**config.mk**
```make
export PLATFORM = sky130hd
export DESIGN_NAME = dpr_cmd_decoder
export DESIGN_NICKNAME = d
export VERILOG_FILES = /design/src/dpr_pkg.sv /design/src/dpr_crc_if.sv /design/src/dpr_crc8.sv /design/src/dpr_cmd_decoder.sv
export SDC_FILE = /design/constraint.sdc
export NUM_CORES = 1
export LEC_CHECK = 0
export BUFFER_PORTS_ARGS = -buffer_cell sky130_fd_sc_hd__buf_2
export CAP_MARGIN = 30
export CORE_UTILIZATION = 52
export DETAILED_ROUTE_END_ITERATION = 10
export GPL_TIMING_DRIVEN = 1
export PLACE_DENSITY_LB_ADDON = 0.12
export SYNTH_ARGS = -nofsm -noshare
export SYNTH_HDL_FRONTEND = slang
export SYNTH_SLANG_ARGS = --single-unit
```
**constraint.sdc**
```tcl
create_clock -name clk_i -period 1.2 [get_ports clk_i]
set_input_delay 0.3 -clock clk_i [delete_from_list [all_inputs] [get_ports clk_i]]
set_output_delay 0.3 -clock clk_i [all_outputs]
set_load 0.01 [all_outputs]
```
**src/dpr_pkg.sv**
```systemverilog
// constants for the periodic-entry / reserved command decoder
// assumes frames arrive already deserialised and crc-checked upstream
package dpr_pkg;
  localparam logic [3:0] CMD_ENTER_PERIODIC = 4'hB;
  localparam logic [3:0] CMD_REG_READ = 4'h0;
  localparam logic [3:0] CMD_REG_WRITE = 4'h8;
  localparam logic [3:0] GLOBAL_ADDRESS = 4'h0;
  localparam logic [15:0] ENTER_DATA_VALUE = 16'h0000;
  // frame field positions inside the 24-bit payload
  localparam int ADDR_MSB = 23;
  localparam int ADDR_LSB = 20;
  localparam int CMD_MSB = 19;
  localparam int CMD_LSB = 16;
  // crc: polynomial x^8+x^4+x^3+x^2+1, seed all ones
  localparam logic [7:0] CRC_POLY = 8'h1D;
  localparam logic [7:0] CRC_SEED = 8'hFF;
  localparam int PAYLOAD_BITS = 24;
  // reset values
  localparam logic INIT_END_RESET = 1'b0;
  localparam logic [23:0] RESP_WORD_RESET = 24'h000000;
  localparam logic [7:0] RESP_CRC_RESET = 8'h00;
endpackage

```
**src/dpr_crc_if.sv**
```systemverilog
// carries the response payload to the crc unit and its crc back
// assumes both ends share one clock domain
`timescale 1ns/1ps
interface dpr_crc_if;
  logic [23:0] data;
  logic [7:0] crc;
  modport src (output data, input crc);
  modport calc (input data, output crc);
endinterface

```
**src/dpr_crc8.sv**
```systemverilog
// combinational crc-8 over the 24-bit response payload, msb first
// assumes the caller registers the result
`timescale 1ns/1ps
module dpr_crc8 (
  // payload in, crc out
  dpr_crc_if.calc crc_if
);
  logic [7:0] stage [0:dpr_pkg::PAYLOAD_BITS];

  assign stage[0] = dpr_pkg::CRC_SEED;

  genvar i;
  generate
    for (i = 0; i < dpr_pkg::PAYLOAD_BITS; i++) begin : g_bit
      logic fb;
      assign fb = stage[i][7] ^ crc_if.data[dpr_pkg::PAYLOAD_BITS - 1 - i];
      assign stage[i + 1] = {stage[i][6:0], 1'b0} ^ (fb ? dpr_pkg::CRC_POLY : 8'h00);
    end
  endgenerate

  assign crc_if.crc = stage[dpr_pkg::PAYLOAD_BITS];
endmodule

```
**src/dpr_cmd_decoder.sv**
```systemverilog
// periodic-entry and reserved-command decoder of the sensor slave interface
// assumes one frame_valid_i pulse per received frame, crc verdict alongside
//
// Behaviour
// - nibble 1011 with zero data is the enter-periodic-mode request.
// - own nonzero address match sets init-end, enters periodic mode, sends response.
// - global address 0000 sets init-end and enters periodic mode, no response.
// - enter request to any other address is silently dropped.
// - before entry only command mode; after entry periodic, diagnostics if enabled.
// - init-end locks configuration writes and enables user array verification.
// - init-end stays set until device reset; nothing else clears it.
// - addressed response: own address, 1011, chip time in bits 11:8, crc.
// - reserved code answered only on own address with valid crc.
// - reserved response echoes address and command, with correct crc.
// - reserved response data is free; received data bits ignored.
// - reserved code on foreign address gets no answer.
`timescale 1ns/1ps
module dpr_cmd_decoder (
  // clock and reset
  input wire logic clk_i,
  input wire logic rst_b_i,
  // received frame
  input wire logic frame_valid_i,
  input wire logic [3:0] frame_address_field_i,
  input wire logic [3:0] frame_cmd_i,
  input wire logic [15:0] frame_data_i,
  input wire logic frame_crc_ok_i,
  // configuration
  input wire logic [3:0] phys_address_register_i,
  input wire logic [3:0] chip_time_value_i,
  input wire logic diag_background_enable_i,
  // mode and lock status
  output logic init_end_flag_o,
  output logic cmd_resp_mode_o,
  output logic periodic_collection_mode_o,
  output logic diag_background_mode_o,
  output logic config_write_block_o,
  output logic user_array_verify_en_o,
  // response frame
  output logic resp_valid_o,
  output logic [23:0] resp_word_o,
  output logic [7:0] resp_crc_o
);

  ////////////////////////////////////////////////////////////////////////
  // reset release through two flops; assertion stays asynchronous
  logic rst_meta_q;
  logic rst_meta_d;
  logic rst_sync_q;
  logic rst_sync_d;

  always_comb begin
    rst_meta_d = 1'b1;
    rst_sync_d = rst_meta_q;
  end

  // only the second flop feeds the rest of the block
  always_ff @(posedge clk_i or negedge rst_b_i) begin
    if (!rst_b_i) begin
      rst_meta_q <= 1'b0;
      rst_sync_q <= 1'b0;
    end else begin
      rst_meta_q <= rst_meta_d;
      rst_sync_q <= rst_sync_d;
    end
  end

  ////////////////////////////////////////////////////////////////////////
  // state and decode signals
  typedef enum logic [1:0] {
    ACT_NONE,
    ACT_ENTER_GLOBAL,
    ACT_ENTER_OWN,
    ACT_RESERVED_ECHO
  } dpr_action_t;

  logic init_end_q;
  logic init_end_d;
  logic resp_valid_q;
  logic resp_valid_d;
  logic [23:0] resp_word_q;
  logic [23:0] resp_word_d;
  logic [23:0] resp_word_new;
  logic [7:0] resp_crc_q;
  logic [7:0] resp_crc_d;
  logic own_addr;
  logic global_addr;
  logic data_zero;
  logic cmd_is_enter;
  logic cmd_is_reserved;
  logic take;
  dpr_action_t action;

  ////////////////////////////////////////////////////////////////////////
  // address and command classification
  assign own_addr = frame_address_field_i == phys_address_register_i;
  assign global_addr = frame_address_field_i == dpr_pkg::GLOBAL_ADDRESS;
  // an entry request with any data bit set is malformed, not an entry
  assign data_zero = frame_data_i == dpr_pkg::ENTER_DATA_VALUE;

  // read and write codes belong to the register access path
  always_comb begin
    cmd_is_enter = 1'b0;
    cmd_is_reserved = 1'b0;
    case (frame_cmd_i)
      dpr_pkg::CMD_ENTER_PERIODIC: begin
        cmd_is_enter = data_zero;
      end
      dpr_pkg::CMD_REG_READ,
      dpr_pkg::CMD_REG_WRITE: begin
        cmd_is_enter = 1'b0;
        cmd_is_reserved = 1'b0;
      end
      default: begin
        // data bits of a reserved code are not looked at
        cmd_is_reserved = 1'b1;
      end
    endcase
  end

  // command mode only listens before entry; bad crc frames never act
  assign take = frame_valid_i && frame_crc_ok_i && !init_end_q;

  ////////////////////////////////////////////////////////////////////////
  // action select; global entry wins, so an entry to own address zero stays silent
  always_comb begin
    action = ACT_NONE;
    if (take && cmd_is_enter && global_addr) begin
      action = ACT_ENTER_GLOBAL;
    end else if (take && cmd_is_enter && own_addr) begin
      action = ACT_ENTER_OWN;
    end else if (take && cmd_is_reserved && own_addr) begin
      action = ACT_RESERVED_ECHO;
    end else begin
      // foreign addresses and refused frames leave no trace
      action = ACT_NONE;
    end
  end

  ////////////////////////////////////////////////////////////////////////
  // init-end flag: set only, cleared by reset alone
  always_comb begin
    init_end_d = init_end_q;
    case (action)
      ACT_ENTER_GLOBAL: begin
        init_end_d = 1'b1;
      end
      ACT_ENTER_OWN: begin
        init_end_d = 1'b1;
      end
      default: begin
        init_end_d = init_end_q;
      end
    endcase
  end

  always_ff @(posedge clk_i or negedge rst_sync_q) begin
    if (!rst_sync_q) begin
      init_end_q <= dpr_pkg::INIT_END_RESET;
    end else begin
      init_end_q <= init_end_d;
    end
  end

  ////////////////////////////////////////////////////////////////////////
  // response word, built ahead of the crc unit
  always_comb begin
    resp_word_new = resp_word_q;
    case (action)
      ACT_ENTER_OWN: begin
        resp_word_new = {phys_address_register_i, dpr_pkg::CMD_ENTER_PERIODIC,
                         4'h0, chip_time_value_i, 8'h00};
      end
      ACT_RESERVED_ECHO: begin
        // data field is free; zero keeps the echo deterministic
        resp_word_new = {frame_address_field_i, frame_cmd_i, 16'h0000};
      end
      default: begin
        resp_word_new = resp_word_q;
      end
    endcase
  end

  // crc over the word being loaded, so word and crc stand together
  dpr_crc_if crc_bus ();

  assign crc_bus.data = resp_word_new;

  dpr_crc8 u_crc (
    .crc_if (crc_bus)
  );

  ////////////////////////////////////////////////////////////////////////
  // response group: one pulse per answered frame, word and crc held
  always_comb begin
    resp_valid_d = 1'b0;
    resp_word_d = resp_word_q;
    resp_crc_d = resp_crc_q;
    if (action == ACT_ENTER_OWN || action == ACT_RESERVED_ECHO) begin
      resp_valid_d = 1'b1;
      resp_word_d = resp_word_new;
      resp_crc_d = crc_bus.crc;
    end
  end

  always_ff @(posedge clk_i or negedge rst_sync_q) begin
    if (!rst_sync_q) begin
      resp_valid_q <= 1'b0;
      resp_word_q <= dpr_pkg::RESP_WORD_RESET;
      resp_crc_q <= dpr_pkg::RESP_CRC_RESET;
    end else begin
      resp_valid_q <= resp_valid_d;
      resp_word_q <= resp_word_d;
      resp_crc_q <= resp_crc_d;
    end
  end

  ////////////////////////////////////////////////////////////////////////
  // mode and lock outputs; all follow the one sticky flag
  assign init_end_flag_o = init_end_q;
  // command mode is on exactly while periodic mode is off
  assign periodic_collection_mode_o = init_end_q;
  assign cmd_resp_mode_o = !init_end_q;
  // enable bit has no effect before entry
  assign diag_background_mode_o = init_end_q && diag_background_enable_i;
  assign config_write_block_o = init_end_q;
  assign user_array_verify_en_o = init_end_q;

  ////////////////////////////////////////////////////////////////////////
  // response outputs
  assign resp_valid_o = resp_valid_q;
  assign resp_word_o = resp_word_q;
  assign resp_crc_o = resp_crc_q;

endmodule

```
==> impl_metrics.env, run 1 <==
export IMPL_status="did not finish"
export IMPL_lastStage="global routing (5_1_grt)"
export IMPL_firstError="[ERROR DPL-0038] Utilization greater than 100%, impossible to legalize"
export IMPL_numClockSinks=36
export IMPL_syn_nets=279
export IMPL_numCtsBuffers=5
export IMPL_port_buffers=75
export IMPL_synth_cell_area_mm2=0.00248
export IMPL_syn_avg_cell_area_um2=10.3
export IMPL_synth_fa_ha_area_frac=0.0101
export IMPL_yosysUniqueCellTypes=52
export IMPL_grt_start_max_net_pins=35
export IMPL_die_x_um=71.1
export IMPL_synth_top_family_by_area="XOR/XNOR gates"
export IMPL_synth_cells=240
export IMPL_initial_core_util=0.555
export IMPL_ys_seq_elements=36
export IMPL_synth_compound_area_share=0.138
export IMPL_io_pins=76
export IMPL_synthMuxAreaShare=0.00857
export IMPL_async_flop_share=1.00
export IMPL_grt_worst_endpoint="resp_crc_o[3]$_DFFE_PN0P_/D"
export IMPL_ys_seq_area_frac=0.363
export IMPL_dp_cells=437
export IMPL_synth_ff_type="dfrtp_1"
export IMPL_gp_congestion=0.813
export IMPL_synth_edff_count=0
export IMPL_die_h_um=71.1
export IMPL_cts_root_buf="clkbuf_8"
export IMPL_rows=24
export IMPL_clockBufferDepth=2
export IMPL_synth_xor_area_frac=0.307
export IMPL_worst_ep_kind="register data pin"
export IMPL_dp_hpwl_mm=5.06
export IMPL_synth_simple_area_share=0.131
export IMPL_h_tree_depth=2
export IMPL_yosysWarnings=0
cell usage after synthesis, types with 2 or more instances:
master | number | share of area
a21oi_1 | 13 | 0.026
o21ai_1 | 3 | 0.0060
buf_4 | 4 | 0.012
inv_1 | 7 | 0.011
nor4_1 | 3 | 0.0076
and2_1 | 14 | 0.035
nand4_1 | 2 | 0.0050
a22oi_1 | 2 | 0.0060
buf_2 | 3 | 0.0060
ha_1 | 2 | 0.010
a221oi_2 | 2 | 0.012
nand2b_1 | 4 | 0.010
xnor2_1 | 39 | 0.14
o21ai_0 | 7 | 0.014
xnor2_2 | 4 | 0.026
a22o_1 | 7 | 0.025
nand2_1 | 9 | 0.014
xor2_2 | 2 | 0.013
xor2_1 | 21 | 0.074
xnor3_2 | 2 | 0.019
dfrtp_1 | 36 | 0.36
clkbuf_1 | 4 | 0.0060
nor2_1 | 18 | 0.027
xnor3_1 | 3 | 0.027
a21o_1 | 2 | 0.0060
kinds of logic after synthesis:
group | after synthesis
multiplexers | 2
XOR/XNOR | 72
AND/OR/NAND/NOR | 61
adder cells (fa/ha/maj) | 2
buffers and inverters | 20
AO/OA/AOI/OAI | 46
flip-flops | 36
other | 1
what timing repair did:
item / CTS
buffers inserted: 24
endpoints found under the setup margin: 60
pin swaps: 22
hold buffers: 1
hold endpoints to repair: 2
resized for setup: 82
gates cloned: 0
per-stage QoR:
| stage | cell area, um^2 | worst slack [ns] | hold slack (ns) | setup TNS, ns |
|---|---|---|---|---|
| floorplan | 2630 | -2.32 | 0.00441 | -40.37 |
| global placement | 3570 | -2.52 | 0.0849 | -44.37 |
| detailed placement | 3570 | -2.66 | 0.0857 | -46.93 |
| CTS | 4270 | -2.37 | 0.264 | -42.01 |
==> run 2: changes to the inputs <==
CORE_UTILIZATION = 40   (was 52)
PLACE_DENSITY_LB_ADDON = 0.15   (was 0.12)
==> run 2 against run 1 <==
  * The flow now finishes, with violations (negative setup slack)
  * Synthesized cell count unchanged
  * Synthesized area unchanged
==> impl_metrics.env, run 2 <==
export IMPL_synth_edff_count=0
export IMPL_switching_power_uw=547
export IMPL_die_area_mm2=0.00652
export IMPL_drtPass1Iterations=4
export IMPL_yosys_area_top_type="dfrtp_1"
export IMPL_final_cell_mix="buf_4 (80), buf_6 (67), buf_2 (49)"
export IMPL_diodes=0
export IMPL_port_buffers=75
export IMPL_grt_pass1_wl_mm=11.2
export IMPL_gr_usage_all_layers=0.230
export IMPL_yosysWarnings=0
export IMPL_fin_util=0.783
export IMPL_ant_nets=0
export IMPL_vias=2485
export IMPL_routed_via_density=4.84
export IMPL_ys_seq_area_frac=0.363
export IMPL_cp_arrival_ns=3.83
export IMPL_clockBufferDepth=2
export IMPL_grt_start_max_net_pins=35
export IMPL_final_common_cell="buf_4"
export IMPL_slew_viol_final=0
export IMPL_busiest_layer="met2"
export IMPL_skew_ns=0.00639
export IMPL_fin_ws_ns=-2.45
export IMPL_drive_above_1_share=0.644
export IMPL_dp_hpwl_mm=4.89
export IMPL_grt_use_met3=0.0461
export IMPL_power_density_mw_per_mm2=500
export IMPL_numCtsBuffers=5
export IMPL_p_comb_frac=0.081
export IMPL_path_clk_slew_ns=0.08
export IMPL_power_total_mw=2.33
export IMPL_gp_congestion=0.794
export IMPL_grt_pass1_vias=2489
export IMPL_cpMaxStageDelayCell="xnor3_2"
export IMPL_numClockSinks=36
export IMPL_power_frac_seq=0.522
export IMPL_syn_avg_cell_area_um2=10.3
export IMPL_finalHoldViolations=0
export IMPL_io_pins=76
export IMPL_async_flop_share=1.00
export IMPL_regArea_um2=907
export IMPL_tns_ns=-47.57
export IMPL_routed_wl_mm=7.70
export IMPL_crit_path_cell_trace="inv_2 > and3_4 > and4_1 > nand4_1 > o22a_1 > ha_4 > a22o_1 > a21oi_2 > xnor3_2 > xor2_4 > xnor2_2 > xnor3_2 > xnor2_2 > xor2_1 > o21ai_1"
export IMPL_yosysMostFrequentCell="xnor2_1"
export IMPL_grtUsageMet1=0.271
export IMPL_wl_per_cell_um=15.0
export IMPL_p_leak_nw=2.40
export IMPL_power_internal_mw=1.78
export IMPL_required_ns=1.38
export IMPL_drt_iter0_markers=70
export IMPL_cp_max_fo=6
export IMPL_cts_root_buf="clkbuf_8"
export IMPL_peakVddDrop_mv=0.622
export IMPL_end_kind="register"
export IMPL_tritoncts="done"
export IMPL_synth_cells=240
export IMPL_power_frac_clock=0.397
export IMPL_rows=28
export IMPL_nNetsFinal=476
export IMPL_violations="negative setup slack"
export IMPL_die_x_um=80.8
export IMPL_initial_core_util=0.417
export IMPL_rsz0062_at_grt="true"
export IMPL_cp_start_kind="register"
export IMPL_die_h_um=80.8
export IMPL_post_route_min_period_ns=3.65
export IMPL_sw_frac_of_total=0.235
export IMPL_core_mm2=0.00596
export IMPL_pre_cts_ws_ns=-2.56
export IMPL_crit_type="register to register"
export IMPL_yosys_top_cells_count="xnor2_1 (39), dfrtp_1 (36), xor2_1 (21)"
export IMPL_setup_viol=61
export IMPL_synth_area_top_cells="dfrtp_1 (36%), xnor2_1 (14%), xor2_1 (7.4%)"
export IMPL_reg2reg_depth=15
export IMPL_largest_reg_flops=24
export IMPL_nFillCells=362
export IMPL_dp_cells=473
export IMPL_min_path_type="register to async pin"
export IMPL_antenna_found_initial=0
export IMPL_syn_nets=279
export IMPL_slowest_delay_ns=0.50
export IMPL_grtUsageMet2=0.409
export IMPL_syn2layout_area_growth_pct=87.9
export IMPL_multi_input_area_mm2=0.00183
export IMPL_overflow=0
export IMPL_synth_ff_type="dfrtp_1"
export IMPL_h_tree_depth=2
export IMPL_clock_latency_ns=0.29
export IMPL_ys_seq_elements=36
export IMPL_drc_errors=0
export IMPL_fin_crit_sh=3.04
export IMPL_status="finished with violations"
export IMPL_yosysTopAreaCellShare=0.363
export IMPL_drv_cap=0
export IMPL_synth_cell_area_mm2=0.00248
export IMPL_yosysUniqueCellTypes=52
export IMPL_max_freq_mhz=274
export IMPL_instances_no_fill=513
## run 2: cell counts after synthesis
Identical to the previous run, type by type.
## run 2: metal layers
| layer | share of wire | vias up |
|---|---|---|
| li1 | - | 1191 |
| met1 | 0.42 | 1222 |
| met2 | 0.52 | 54 |
| met3 | 0.033 | 18 |
| met4 | 0.026 | 0 |
| met5 | 0 | - |
## run 2: cell families after synthesis
group,after synthesis,synth area share
other,1,0.00151
DFF,36,0.363
buffers and inverters,20,0.0408
xor gates and xnor gates,72,0.307
and+or+nand+nor,61,0.131
adders and majority gates,2,0.0101
AOI/OAI and AO/OA,46,0.138
muxes,2,0.00857
## run 2: power groups by stage
stage,combinational (mW),sequential (mW),clock [mW]
after floorplan,0.0330,1.26,0
after global placement,0.176,1.24,0
after detailed placement,0.179,1.24,0
after CTS,0.186,1.22,0.944
after global routing,0.208,1.22,1.00
final,0.189,1.22,0.927
## run 2: worst paths after layout
| check | start | slack, ns | to |
|---|---|---|---|
| worst max-delay path | config_write_block_o | -2.45 | resp_crc_o[3] |
| max in group asynchronous | rst_sync_q | 0.77 | config_write_block_o |
| worst max register to register | config_write_block_o | -2.45 | resp_crc_o[3] |
| worst min register to register | rst_sync_q | 0.23 | resp_word_o[7] |
| min in group clk_i | chip_time_value_i[0] | 0.27 | resp_word_o[8] |
| worst min-delay path | rst_sync_q | 0.23 | resp_word_o[7] |
## run 2: final cells by class
cell class                      count  share of cell area
Clock buffer                        7              0.0185
Clock inverter                      1             0.00161
Inverter                            8             0.00805
Multi-Input combinational cell    184               0.392
Sequential cell                    36               0.195
Tap cell                           75              0.0201
Timing Repair Buffer              202               0.365
## run 2: repair_timing
action	4_1_cts	5_1_grt
pin swaps	17	19
setup endpoints to repair	61	62
hold buffers	1	0
hold endpoints to repair	2	0
cloned	0	1
buffers inserted	14	25
resized for setup	89	47
## run 2: through the flow
stage | cell area, um^2 | hold slack, ns
2_1_floorplan | 2630 | 0.00441
3_3_place_gp | 3710 | 0.0855
3_5_place_dp | 3710 | 0.0881
4_1_cts | 4330 | 0.242
5_1_grt | 4660 | 0.257
6_report | 4660 | 0.229
## run 2: worst max-delay path: cells and delay by family (launching register included)
| kind | cells | cell delay [ns] |
|---|---|---|
| AND/OR/NAND/NOR | 3 | 0.42 |
| AO/OA/AOI/OAI | 4 | 0.70 |
| flip-flops | 1 | 0.41 |
| XOR/XNOR | 6 | 1.72 |
| buffers and inverters | 1 | 0.07 |
| adder cells (fa/ha/maj) | 1 | 0.21 |
Power figures use the tool's default switching activity.
==> run 3: changes to the inputs <==
clock period = 3.4 ns   (was 1.2 ns; I/O delays follow)
==> run 3 against run 2 <==
  * The run still ends with negative setup slack left
  * Clock-buffer cell count fell by 1
  * Utilization decreased by 12 points
  * First-iteration DRC count up 43%
  * Routed wire length is 12% lower
  * Sequential power down 65%
  * Cell count down 9.7%
  * Combinational power decreased by 66%
  * Critical endpoint unchanged
  * Worst hold slack better by 0.062 ns
  * Die area is the same
  * Total power decreased by 66%
  * Critical path depth is 2 higher
  * Sequential share of layout area is 3.4 points higher
==> impl_metrics.env, run 3 (synthesized netlist as in run 2, its figures left out) <==
export IMPL_dp_hpwl_mm=4.78
export IMPL_crit_type="input port to register"
export IMPL_finalHoldViolations=0
export IMPL_relSlewSlack=0.525
export IMPL_worst_slew_pin_slew_ns=0.712
export IMPL_required_ns=3.62
export IMPL_routed_via_density=4.75
export IMPL_drive_above_1_share=0.546
export IMPL_rrSetupSlack_ns=-0.27
export IMPL_p_leak_nw=2.07
export IMPL_grt_pass1_wl_mm=10.9
export IMPL_wl_per_cell_um=14.7
export IMPL_cts_root_buf="clkbuf_8"
export IMPL_tritoncts="done"
export IMPL_fin_crit_sh=1.17
export IMPL_ant_nets=0
export IMPL_drt_iter0_markers=100
export IMPL_skew_ns=0.0137
export IMPL_die_h_um=80.8
export IMPL_drc_errors=0
export IMPL_syn2layout_area_growth_pct=58.7
export IMPL_die_x_um=80.8
export IMPL_gp_congestion=0.776
export IMPL_cp_max_fo=6
export IMPL_final_common_cell="buf_2"
export IMPL_drtPass1Iterations=4
export IMPL_reg2reg_depth=17
export IMPL_fin_ws_ns=-0.577
export IMPL_numClockSinks=36
export IMPL_setup_viol=8
export IMPL_port_buffers=75
export IMPL_antenna_found_initial=0
export IMPL_violations="negative setup slack"
export IMPL_numCtsBuffers=5
export IMPL_final_cell_mix="buf_2 (72), buf_4 (68), dfrtp_1 (36)"
export IMPL_peakVddDrop_mv=0.198
export IMPL_power_density_mw_per_mm2=203
export IMPL_nFillCells=457
export IMPL_cp_start_kind="input port"
export IMPL_clockBufferDepth=2
export IMPL_cp_arrival_ns=4.20
export IMPL_min_path_type="register to async pin"
export IMPL_initial_core_util=0.417
export IMPL_grt_start_max_net_pins=19
export IMPL_die_area_mm2=0.00652
export IMPL_post_route_min_period_ns=3.98
export IMPL_slew_viol_final=0
export IMPL_core_mm2=0.00596
export IMPL_vias=2198
export IMPL_grt_pass1_vias=2252
export IMPL_clock_latency_ns=0.30
export IMPL_gr_usage_all_layers=0.223
export IMPL_largest_reg_flops=24
export IMPL_status="finished with violations"
export IMPL_diodes=0
export IMPL_drv_cap=0
export IMPL_path_clk_slew_ns=0.08
export IMPL_h_tree_depth=2
export IMPL_rsz0062_at_grt="true"
export IMPL_pre_cts_ws_ns=-0.894
export IMPL_multi_input_area_mm2=0.00181
export IMPL_regArea_um2=901
export IMPL_nNetsFinal=427
export IMPL_io_pins=76
export IMPL_overflow=0
export IMPL_end_kind="register"
export IMPL_routed_wl_mm=6.81
export IMPL_tns_ns=-3.85
export IMPL_max_freq_mhz=251
export IMPL_rows=28
## run 3: final cells by class
type                    count  share of cell area
multi-input cells         184               0.459
clock buffers               6              0.0184
flip-flops and latches     36               0.229
clock inverters             1             0.00127
repair buffers            153               0.261
inverters                   8             0.00762
well taps                  75              0.0238
## run 3: timing repair
item	CTS	global route
gates cloned	0	0
gates resized for setup	40	7
setup buffers	14	4
endpoints found under the hold margin	0	0
hold buffers	0	0
pin swaps	37	5
endpoints found under the setup margin	8	8
## run 3: path summary, 6_finish.rpt
path / from / to
hold reg to reg: rst_sync_q / config_write_block_o
hold / removal: rst_sync_q / config_write_block_o
setup / recovery: frame_data_i[6] / resp_crc_o[3]
setup reg to reg: config_write_block_o / resp_crc_o[3]
min in group clk_i: rst_meta_q / rst_sync_q
max in group asynchronous: rst_sync_q / resp_word_o[11]
## run 3: worst max-delay path: stages
cell and delay (ns):
buf_2 0.11, nor4_2 0.26, and4_1 0.21, nand4_1 0.10, nand2b_4 0.17, a21oi_4 0.17
buf_6 0.13, ha_4 0.18, nor2_4 0.07, buf_6 0.11, a21oi_4 0.13, xnor3_2 0.50
xor2_4 0.22, xor2_1 0.29, xnor3_1 0.41, xor2_1 0.16, o21ai_1 0.12
## run 3: report_power, final
part,switching (mW),internal (mW)
sequential,0.00407,0.429
combinational,0.0278,0.0360
clock,0.162,0.140
total,0.194,0.605
## run 3: metrics by stage
stage | instance area [um^2] | utilization | hold slack [ns] | instances | power, mW
floorplan | 2570 | - | 0.331 | 240 | 0.455
detailed placement | 3420 | 0.574 | 0.337 | 439 | 0.500
global placement | 3420 | 0.574 | 0.328 | 439 | 0.499
global route | 3940 | 0.661 | 0.315 | 463 | 0.835
CTS | 3840 | 0.645 | 0.322 | 459 | 0.805
finish | 3940 | 0.661 | 0.291 | 463 | 0.799
## run 3: layer usage
layer,share of wire,vias up,routed length (um),GRT usage
met3,0.049,8,337,0.0416
met4,0.0097,0,66,0.0518
li1,-,1093,-,-
met2,0.50,56,3420,0.383
met5,0,-,0,0
met1,0.44,1041,2990,0.292
